[config.mk]
export PLATFORM = sky130hd
export DESIGN_NAME = rtcam_top
export DESIGN_NICKNAME = d
export VERILOG_FILES = /design/src/rtcam_pkg.sv /design/src/rtcam_top.sv
export VERILOG_INCLUDE_DIRS = /design/src
export SDC_FILE = /design/constraint.sdc
export NUM_CORES = 1
export LEC_CHECK = 0
export BUFFER_PORTS_ARGS = -buffer_cell sky130_fd_sc_hd__buf_2
export CORE_UTILIZATION = 49
export DETAILED_ROUTE_END_ITERATION = 12
export PLACE_DENSITY = 0.75
export SYNTH_ARGS = -nofsm -noshare
export SYNTH_HDL_FRONTEND = slang
export SYNTH_SLANG_ARGS = --single-unit
[constraint.sdc]
create_clock -name sys_clk_in -period 13.7 [get_ports sys_clk_in]
set_input_delay 1.37 -clock sys_clk_in [delete_from_list [all_inputs] [get_ports sys_clk_in]]
set_output_delay 1.37 -clock sys_clk_in [all_outputs]
set_load 0.005 [all_outputs]
[src/rtcam_cfg.svh]
// Constants of the clock/calendar access and map block.
// Assumes inclusion by bare name from the package and the top module.
`ifndef RTCAM_CFG_SVH
`define RTCAM_CFG_SVH

// Clock rates and time figures
`define RTCAM_CLK_HZ        40000000
`define RTCAM_OSC_HZ        32768
`define RTCAM_REC_TIME_MS   200
`define RTCAM_REC_EDGES     ((`RTCAM_REC_TIME_MS * `RTCAM_OSC_HZ) / 1000)
`define RTCAM_OSC_LOST_CYC  ((`RTCAM_CLK_HZ / `RTCAM_OSC_HZ) * 3)
`define RTCAM_PRE_LAST      15'h7fff
`define RTCAM_UIP_START     15'h7ff8

// Register map
`define RTCAM_MAP_BYTES     8'h0e
`define RTCAM_SEC           4'h0
`define RTCAM_SEC_MATCH     4'h1
`define RTCAM_MIN           4'h2
`define RTCAM_MIN_MATCH     4'h3
`define RTCAM_HOUR          4'h4
`define RTCAM_HOUR_MATCH    4'h5
`define RTCAM_WDAY          4'h6
`define RTCAM_MDAY          4'h7
`define RTCAM_MONTH         4'h8
`define RTCAM_YEAR          4'h9
`define RTCAM_CTL_A         4'ha
`define RTCAM_CTL_B         4'hb
`define RTCAM_FLAGS         4'hc
`define RTCAM_VALID         4'hd
`define RTCAM_EXT_ADDR      8'h4b

// Field positions and writable masks
`define RTCAM_WMASK_SEC     8'h7f
`define RTCAM_WMASK_A       8'h7f
`define RTCAM_WMASK_RO      8'h00
`define RTCAM_WMASK_RW      8'hff
`define RTCAM_B_SET         7
`define RTCAM_B_AIE         5
`define RTCAM_B_UIE         4
`define RTCAM_B_BCD_N       2
`define RTCAM_C_IRQF        7
`define RTCAM_C_AF          5
`define RTCAM_C_UF          4
`define RTCAM_EXT_XSEL      3
`define RTCAM_DV_HOLD       2'b11

// Reset values
`define RTCAM_A_RST         8'h20
`define RTCAM_VALID_VAL     8'h80
`define RTCAM_SYNC_RST      14'h001c

// Counting limits, binary and BCD
`define RTCAM_SEC_HI_BIN    8'h3b
`define RTCAM_SEC_HI_BCD    8'h59
`define RTCAM_HR_HI_BIN     8'h17
`define RTCAM_HR_HI_BCD     8'h23
`define RTCAM_WDAY_HI       8'h07
`define RTCAM_MDAY_HI_BIN   8'h1f
`define RTCAM_MDAY_HI_BCD   8'h31
`define RTCAM_MON_HI_BIN    8'h0c
`define RTCAM_MON_HI_BCD    8'h12
`define RTCAM_YEAR_HI_BIN   8'h63
`define RTCAM_YEAR_HI_BCD   8'h99

`endif

[src/rtcam_pkg.sv]
// Types of the clock/calendar access and map block.
// Assumes rtcam_cfg.svh is on the include path.
`default_nettype none
`include "rtcam_cfg.svh"

package rtcam_pkg;

   // Host access gating states
   typedef enum logic [1:0]
   {
      RTCAM_PFAIL   = 2'b00,
      RTCAM_RECOVER = 2'b01,
      RTCAM_READY   = 2'b10
   } rtcam_gate_t;

endpackage

`default_nettype wire

[src/rtcam_top.sv]
// Clock/calendar register map with power-fail access gating.
// Assumes pins arrive asynchronously and a 40 MHz system clock.
`timescale 1ns/100ps
`default_nettype none
`include "rtcam_cfg.svh"

module rtcam_top
   import rtcam_pkg::*;
#(
   parameter int REC_OSC_EDGES = `RTCAM_REC_EDGES
)
(
   input  wire logic       sys_clk_in,
   input  wire logic       rst_in,
   input  wire logic [7:0] ad_in,
   output var  logic [7:0] ad_out,
   output var  logic       ad_oe_out,
   input  wire logic       ale_in,
   input  wire logic       cs_n_in,
   input  wire logic       rd_n_in,
   input  wire logic       wr_n_in,
   input  wire logic       power_good_in,
   input  wire logic       oscillator_input_in,
   output var  logic       crystal_12p5_out
);

   ////////////////////////////////////////////////////////////////////
   // Functions

   // Writable bits of a map byte
   function automatic logic [7:0] rtcam_wmask(input logic [3:0] idx);
      logic [7:0] m;
      m = `RTCAM_WMASK_RW;
      if (idx == `RTCAM_SEC)
         m = `RTCAM_WMASK_SEC;
      else if (idx == `RTCAM_CTL_A)
         m = `RTCAM_WMASK_A;
      else if (idx == `RTCAM_FLAGS || idx == `RTCAM_VALID)
         m = `RTCAM_WMASK_RO;
      return m;
   endfunction

   // Count up with wrap, binary or BCD; bit 8 flags the wrap
   function automatic logic [8:0] rtcam_inc(input logic [7:0] v,
                                            input logic [7:0] lo,
                                            input logic [7:0] hi,
                                            input logic       bcd);
      logic [8:0] r;
      r = {1'b0, v + 8'h01};
      if (v >= hi)
         r = {1'b1, lo};
      else if (bcd && v[3:0] == 4'h9)
         r = {1'b0, v + 8'h07};
      return r;
   endfunction

   // Alarm byte match with don't-care code
   function automatic logic rtcam_match(input logic [7:0] alarm,
                                        input logic [7:0] cnt);
      return (alarm[7:6] == 2'b11) || (alarm == cnt);
   endfunction

   ////////////////////////////////////////////////////////////////////
   // Pin synchronisers, two stages plus edge history
   logic [13:0] sy1_reg;
   logic [13:0] sy2_reg;
   logic [13:0] prev_reg;

   // Pins pass two flops before any use
   always_ff @(posedge sys_clk_in or posedge rst_in)
   begin
      if (rst_in)
      begin
         sy1_reg  <= `RTCAM_SYNC_RST;
         sy2_reg  <= `RTCAM_SYNC_RST;
         prev_reg <= `RTCAM_SYNC_RST;
      end
      else
      begin
         sy1_reg  <= {ad_in, ale_in, cs_n_in, rd_n_in, wr_n_in,
                      power_good_in, oscillator_input_in};
         sy2_reg  <= sy1_reg;
         prev_reg <= sy2_reg;
      end
   end

   logic [7:0] ad_s;
   logic       cs_act;
   logic       rd_act;
   logic       pg_s;
   logic       ale_fall;
   logic       wr_rise;
   logic       rd_rise;
   logic       osc_rise;

   // Decoded pin levels and edges
   assign ad_s     = sy2_reg[13:6];
   assign cs_act   = ~sy2_reg[4];
   assign rd_act   = ~sy2_reg[3];
   assign pg_s     = sy2_reg[1];
   assign ale_fall = prev_reg[5] & ~sy2_reg[5];
   assign rd_rise  = ~prev_reg[3] & sy2_reg[3];
   assign wr_rise  = ~prev_reg[2] & sy2_reg[2];
   assign osc_rise = ~prev_reg[0] & sy2_reg[0];

   ////////////////////////////////////////////////////////////////////
   // Access gating
   rtcam_gate_t gate_reg;
   rtcam_gate_t gate_next;
   logic [12:0] rec_cnt_reg;
   logic [12:0] rec_cnt_next;
   logic [11:0] osc_wd_reg;
   logic [11:0] osc_wd_next;
   logic [7:0]  ctl_a;
   logic        div_hold;
   logic        osc_running;
   logic        access_ok;

   assign div_hold    = (ctl_a[6:5] == `RTCAM_DV_HOLD);
   assign osc_running = (osc_wd_reg != 12'h000);
   assign access_ok   = (gate_reg == RTCAM_READY) && pg_s &&
                        osc_running && !div_hold;

   // Power-fail, recovery delay and oscillator watchdog
   always_comb
   begin
      gate_next    = gate_reg;
      rec_cnt_next = rec_cnt_reg;
      osc_wd_next  = osc_wd_reg;
      if (osc_rise)
         osc_wd_next = 12'(`RTCAM_OSC_LOST_CYC);
      else if (osc_wd_reg != 12'h000)
         osc_wd_next = osc_wd_reg - 12'h001;
      unique case (gate_reg)
         RTCAM_PFAIL:
         begin
            rec_cnt_next = 13'h0000;
            if (pg_s)
               gate_next = RTCAM_RECOVER;
         end
         RTCAM_RECOVER:
         begin
            if (!pg_s)
               gate_next = RTCAM_PFAIL;
            else if (rec_cnt_reg == 13'(REC_OSC_EDGES - 1) && osc_rise)
               gate_next = RTCAM_READY;
            else if (osc_rise)
               rec_cnt_next = rec_cnt_reg + 13'h0001;
         end
         RTCAM_READY:
         begin
            if (!pg_s)
               gate_next = RTCAM_PFAIL;
         end
         default:
            gate_next = RTCAM_PFAIL;
      endcase
   end

   // Gating state registers
   always_ff @(posedge sys_clk_in or posedge rst_in)
   begin
      if (rst_in)
      begin
         gate_reg    <= RTCAM_PFAIL;
         rec_cnt_reg <= 13'h0000;
         osc_wd_reg  <= 12'h000;
      end
      else
      begin
         gate_reg    <= gate_next;
         rec_cnt_reg <= rec_cnt_next;
         osc_wd_reg  <= osc_wd_next;
      end
   end

   ////////////////////////////////////////////////////////////////////
   // Register map, timekeeping and host bus
   logic [7:0]  map_reg [0:13];
   logic [7:0]  map_next [0:13];
   logic [7:0]  ext_reg;
   logic [7:0]  ext_next;
   logic [14:0] pre_reg;
   logic [14:0] pre_next;
   logic [7:0]  addr_reg;
   logic [7:0]  addr_next;
   logic [7:0]  ad_out_reg;
   logic [7:0]  ad_out_next;
   logic        ad_oe_reg;
   logic        ad_oe_next;
   logic        bcd;
   logic        hit_map;
   logic        hit_ext;
   logic        uip;
   logic [7:0]  flags_rd;
   logic [7:0]  rd_data;

   assign ctl_a   = map_reg[`RTCAM_CTL_A];
   assign bcd     = map_reg[`RTCAM_CTL_B][`RTCAM_B_BCD_N];
   assign hit_map = (addr_reg < `RTCAM_MAP_BYTES);
   assign hit_ext = (addr_reg == `RTCAM_EXT_ADDR);
   assign uip     = (pre_reg >= `RTCAM_UIP_START) && !div_hold;
   assign flags_rd = {map_reg[`RTCAM_FLAGS][6:0] != 7'h00,
                      map_reg[`RTCAM_FLAGS][6:0]};

   // Read data; read-only bits come from internal state
   always_comb
   begin
      rd_data = 8'h00;
      if (hit_ext)
         rd_data = ext_reg;
      else if (hit_map)
      begin
         unique case (addr_reg[3:0])
            `RTCAM_SEC:   rd_data = {1'b0, map_reg[`RTCAM_SEC][6:0]};
            `RTCAM_CTL_A: rd_data = {uip, ctl_a[6:0]};
            `RTCAM_FLAGS: rd_data = flags_rd;
            `RTCAM_VALID: rd_data = `RTCAM_VALID_VAL;
            default:      rd_data = map_reg[addr_reg[3:0]];
         endcase
      end
   end

   // Next state of map, prescaler, address latch and bus drive
   always_comb
   begin
      logic [8:0] s;
      logic [8:0] m;
      logic [8:0] h;
      logic [8:0] w;
      logic [8:0] d;
      logic [8:0] mo;
      logic [8:0] y;
      logic       tick;
      s  = 9'h000;
      m  = 9'h000;
      h  = 9'h000;
      w  = 9'h000;
      d  = 9'h000;
      mo = 9'h000;
      y  = 9'h000;
      tick = 1'b0;
      for (int i = 0; i < 14; i++)
         map_next[i] = map_reg[i];
      ext_next  = ext_reg;
      addr_next = addr_reg;
      // Prescaler runs on the oscillator, held by divider control
      tick = osc_rise && !div_hold && (pre_reg == `RTCAM_PRE_LAST);
      if (div_hold)
         pre_next = 15'h0000;
      else if (osc_rise)
         pre_next = pre_reg + 15'h0001;
      else
         pre_next = pre_reg;
      // Once-a-second advance, independent of host gating
      if (tick && !map_reg[`RTCAM_CTL_B][`RTCAM_B_SET])
      begin
         s = rtcam_inc(map_reg[`RTCAM_SEC], 8'h00,
                       bcd ? `RTCAM_SEC_HI_BCD : `RTCAM_SEC_HI_BIN, bcd);
         m = rtcam_inc(map_reg[`RTCAM_MIN], 8'h00,
                       bcd ? `RTCAM_SEC_HI_BCD : `RTCAM_SEC_HI_BIN, bcd);
         h = rtcam_inc(map_reg[`RTCAM_HOUR], 8'h00,
                       bcd ? `RTCAM_HR_HI_BCD : `RTCAM_HR_HI_BIN, bcd);
         w = rtcam_inc(map_reg[`RTCAM_WDAY], 8'h01, `RTCAM_WDAY_HI, bcd);
         d = rtcam_inc(map_reg[`RTCAM_MDAY], 8'h01,
                       bcd ? `RTCAM_MDAY_HI_BCD : `RTCAM_MDAY_HI_BIN, bcd);
         mo = rtcam_inc(map_reg[`RTCAM_MONTH], 8'h01,
                        bcd ? `RTCAM_MON_HI_BCD : `RTCAM_MON_HI_BIN, bcd);
         y = rtcam_inc(map_reg[`RTCAM_YEAR], 8'h00,
                       bcd ? `RTCAM_YEAR_HI_BCD : `RTCAM_YEAR_HI_BIN, bcd);
         map_next[`RTCAM_SEC] = s[7:0];
         if (s[8])
            map_next[`RTCAM_MIN] = m[7:0];
         if (s[8] && m[8])
         begin
            map_next[`RTCAM_HOUR] = h[7:0];
            if (h[8])
            begin
               map_next[`RTCAM_WDAY] = w[7:0];
               map_next[`RTCAM_MDAY] = d[7:0];
               if (d[8])
                  map_next[`RTCAM_MONTH] = mo[7:0];
               if (d[8] && mo[8])
                  map_next[`RTCAM_YEAR] = y[7:0];
            end
         end
         map_next[`RTCAM_FLAGS][`RTCAM_C_UF] = 1'b1;
         if (rtcam_match(map_reg[`RTCAM_SEC_MATCH], map_next[`RTCAM_SEC]) &&
             rtcam_match(map_reg[`RTCAM_MIN_MATCH], map_next[`RTCAM_MIN]) &&
             rtcam_match(map_reg[`RTCAM_HOUR_MATCH], map_next[`RTCAM_HOUR]))
            map_next[`RTCAM_FLAGS][`RTCAM_C_AF] = 1'b1;
      end
      // Select may rise with the read strobe, so use its held level
      else if (rd_rise && !prev_reg[4] && access_ok && hit_map &&
               addr_reg[3:0] == `RTCAM_FLAGS)
         map_next[`RTCAM_FLAGS] = 8'h00;   // Read clears, set wins
      // Address latch on falling strobe, even without select
      if (ale_fall && pg_s)
         addr_next = ad_s;
      // Gated write at end of write pulse
      if (wr_rise && cs_act && access_ok)
      begin
         if (hit_map)
            map_next[addr_reg[3:0]] =
               (map_reg[addr_reg[3:0]] & ~rtcam_wmask(addr_reg[3:0])) |
               (ad_s & rtcam_wmask(addr_reg[3:0]));
         else if (hit_ext)
            ext_next = ad_s;
      end
      // Drive only during a selected, permitted read
      ad_oe_next  = rd_act && cs_act && access_ok && (hit_map || hit_ext);
      ad_out_next = ad_oe_next ? rd_data : 8'h00;
   end

   // Map, prescaler and bus registers
   always_ff @(posedge sys_clk_in or posedge rst_in)
   begin
      if (rst_in)
      begin
         for (int i = 0; i < 14; i++)
            map_reg[i] <= 8'h00;
         map_reg[`RTCAM_CTL_A] <= `RTCAM_A_RST;
         ext_reg    <= 8'h00;
         pre_reg    <= 15'h0000;
         addr_reg   <= 8'h00;
         ad_out_reg <= 8'h00;
         ad_oe_reg  <= 1'b0;
      end
      else
      begin
         for (int i = 0; i < 14; i++)
            map_reg[i] <= map_next[i];
         ext_reg    <= ext_next;
         pre_reg    <= pre_next;
         addr_reg   <= addr_next;
         ad_out_reg <= ad_out_next;
         ad_oe_reg  <= ad_oe_next;
      end
   end

   // Outputs straight from flops
   assign ad_out           = ad_out_reg;
   assign ad_oe_out        = ad_oe_reg;
   assign crystal_12p5_out = ext_reg[`RTCAM_EXT_XSEL];

endmodule // rtcam_top

`default_nettype wire

==> impl_metrics.py <==
metrics = {
    "placement": {
        "hpwl_um": 22500,
        "globalplace.congestion": 0.965,
        "io_buffers": 25,
        "place_ws_ps": 10030,
    },
    "synth": {
        "yosys_warnings": 0,
        "synth_flop_cell": "dfrtp_1",
        "synth_nets": 1304,
        "synth_edf_count": 0,
        "synthAdderAreaFrac_pct": 5.25,
        "synth_async_sr_flop_share_pct": 100,
        "synth-seq-area-share_pct": 44.1,
        "syn_area_mm2": 0.0121,
        "synthMuxAreaShare_pct": 8.91,
        "ys_types": 75,
        "synth_top_family_by_area": "simple AND/OR/NAND/NOR gates",
        "synth_compound_area_share_pct": 15.9,
        "netlist_instances": 1241,
        "synth_area_per_cell_um2": 9.71,
        "synth_seq_cells": 212,
        "yosys.area_share.simple_pct": 18.0,
        "synth_xor_area_share_pct": 4.22,
    },
    "clock_network": {
        "cts-root-buf": "clkbuf_16",
        "numCtsBuffers": 23,
        "cts_resized": 0,
        "clk_pin_slew_ps": 70,
        "cts.sinks": 212,
        "post_cts.repair.setup_buffers": 0,
        "cts_max_path_buffers": 3,
        "htree_num_levels": 1,
        "cts_hold_buf": 0,
        "clk_latency_ps": 530,
        "cts_tree": "yes",
    },
    "global_routing": {
        "grt_max_degree": 144,
        "antenna_found_initial": 1,
        "grt_pass1_vias": 9498,
        "grt_use_total_pct": 26.2,
        "grt_overflow": 0,
        "grt_first_pass_wirelength_um": 52800,
    },
    "critical_path": {
        "rr_worst_depth": 12,
        "critical_path.cell_chain": "buf_4, inv_1, ha_1, a211o_1, a41o_1, and2_1, and3_1, a32oi_1, a21oi_1, a41oi_1, o221ai_1, and3_1",
        "critical_path_peak_fanout": 27,
        "cp.arrival_ps": 4190,
        "cp_common_cell": "and3_1",
        "critical_path.endpoint": "flags_rd[5]",
        "path_class": "register to register",
        "rr_endpoint": "flags_rd[5]",
        "end_kind": "register",
        "crit_required_ps": 14110,
        "crit_path_max_incr_delay_ps": 480,
        "r2r_slack_ps": 9910,
        "crit_path_top_delay_cell": "a41o_1",
        "critPathLaunchType": "register",
    },
    "floorplan": {
        "io_pins": 26,
        "dieArea_mm2": 0.0252,
        "die_w_um": 159,
        "num_rows": 57,
        "fp.dieH_um": 159,
        "core-area_mm2": 0.0242,
        "initial_utilization_pct": 49.7,
    },
    "pwr": {
        "p_leak_nw": 5.82,
        "p_int_mw": 1.08,
        "switchingPower_uw": 402,
        "power_density_mw_per_mm2": 112,
        "power_frac_comb_pct": 11.0,
        "clkPwrFrac_pct": 43.3,
        "swShare_pct": 27.1,
        "ir_drop_mv": 0.110,
        "seqPwrFrac_pct": 45.7,
    },
    "timing": {
        "finalMaxSlewViolations": 0,
        "post-route-min-period_ps": 3790,
        "relSlewSlack_pct": 24.3,
        "skew_ps": 16.1,
        "fmax_mhz": 264,
        "setup_viol": 0,
        "fin_ws_ps": 9910,
        "hold_viol_final": 0,
        "fin_crit_sh_pct": 27.6,
        "rsz0062_at_grt": "false",
        "fin_setup_tns_ps": 0,
        "tightest_slew_ps": 1110,
    },
    "drt": {
        "drt_wl_total_um": 32400,
        "drt_iter0_drc": 990,
        "ant_nets": 0,
        "drc": 0,
        "vias_per_cell": 6.24,
        "wl_per_cell_um": 20.6,
        "detailedRoute.firstPassIterationCount": 5,
        "via_count": 9823,
    },
    "min_path": {
        "holdCritPathClass": "register to register",
    },
    "cells_and_area": {
        "layout_commonest_cell": "dfrtp_1",
        "fillers": 2172,
        "synthToLayoutAreaGrowth_pct": 9.46,
        "final_cell_mix": "201 x dfrtp_1, 127 x nand2_1, 102 x nor2_1, 100 x o21ai_0, 85 x a21oi_1",
        "nets": 1295,
        "drive_gt1_share_pct": 12.6,
    },
    "outcome": {
        "status": "finished clean",
    },
    "run": {
        "cap_violations": 0,
    },
}
[power by group through the flow]
stage	combinational, mW	sequential, mW	clock, mW
finish	0.164	0.678	0.642
global placement	0.159	0.688	0
global route	0.176	0.681	0.677
CTS	0.162	0.678	0.652
detailed placement	0.162	0.689	0
floorplan	0.123	0.680	0
[worst max-delay path: cells and delay by family, from the launching register on]
kind / cells / cell delay, ps
AO/OA/AOI/OAI: 6 / 1530
adder cells (fa/ha/maj): 1 / 390
buffers and inverters: 2 / 620
flip-flops: 1 / 330
AND/OR/NAND/NOR: 3 / 790
[cell families after synthesis]
kind of cell    Yosys count
flops                   212
buf+inv                 109
mux                      74
xor+xnor                 58
compound gates          315
fa+ha+maj                47
simple gates            426
[Yosys cell counts (all sizes together) (6+ instances only)]
library cell	count	area share, %
o211ai	10	0.62
a21o	15	0.93
nand2b	6	0.31
clkbuf	50	1.6
xnor2	34	2.5
and4	7	0.53
nor3	37	1.7
o31ai	10	0.62
dfstp	10	2.2
xor2	24	1.7
and2	15	0.78
nand4	15	0.83
o22ai	24	1.2
a211oi	18	1.1
mux4	25	4.7
o221ai	8	0.58
nor2b	7	0.36
nand3	34	1.5
mux2	16	1.5
mux2i	33	2.7
dfrtp	202	42
fa	6	1.0
inv	33	1.0
nor2	103	3.2
nor4	20	1.4
or3	14	0.73
a21oi	85	3.5
buf	26	1.1
o21ai	103	4.3
ha	41	4.3
and3	13	0.67
nand2	129	4.1
[area by class of cell]
cell class	count	area [um^2]	share of cell area [%]
multi-input combinational	920	6300	47.8
sequential	212	5320	40.3
clock buffer	25	593	4.50
tap	324	405	3.07
timing repair buffer	42	253	1.92
clock inverter	16	186	1.41
inverter	33	131	0.996
antenna	1	2.50	0.0190
[worst min path at each step]
stage	startpoint	endpoint	slack, ps	depth (start not counted)
2_1_floorplan	sy1_reg[0]	sy2_reg[0]	330	0
3_3_place_gp	sy1_reg[10]	sy2_reg[10]	330	0
3_5_place_dp	sy1_reg[11]	sy2_reg[11]	330	0
4_1_cts	sy1_reg[5]	sy2_reg[5]	350	0
5_1_grt	sy1_reg[8]	sy2_reg[8]	360	0
6_report	sy1_reg[6]	sy2_reg[6]	350	0
[metrics by stage]
| stage | utilization, % | cell area, um^2 | total power [mW] | std cells | hold WS [ps] |
|---|---|---|---|---|---|
| 6_report | 54.4 | 13200 | 1.48 | 1573 | 347 |
| 5_1_grt | 54.4 | 13200 | 1.53 | 1572 | 356 |
| 4_1_cts | 54.4 | 13200 | 1.49 | 1572 | 348 |
| 3_5_place_dp | 51.2 | 12400 | 0.851 | 1531 | 335 |
| 3_3_place_gp | 51.2 | 12400 | 0.847 | 1531 | 332 |
| 2_1_floorplan | - | 12100 | 0.803 | 1241 | 331 |
[metal layers]
metal  up-vias  track usage [%]  part of all wire [%]
met3        78             4.65                   9.1
met4         0             8.30                   3.0
met2       446             40.1                    44
li1       4509                -                     -
met1      4790             37.9                    44
met5         -                0                     0
Note: power is estimated with default switching activity, not from simulation.
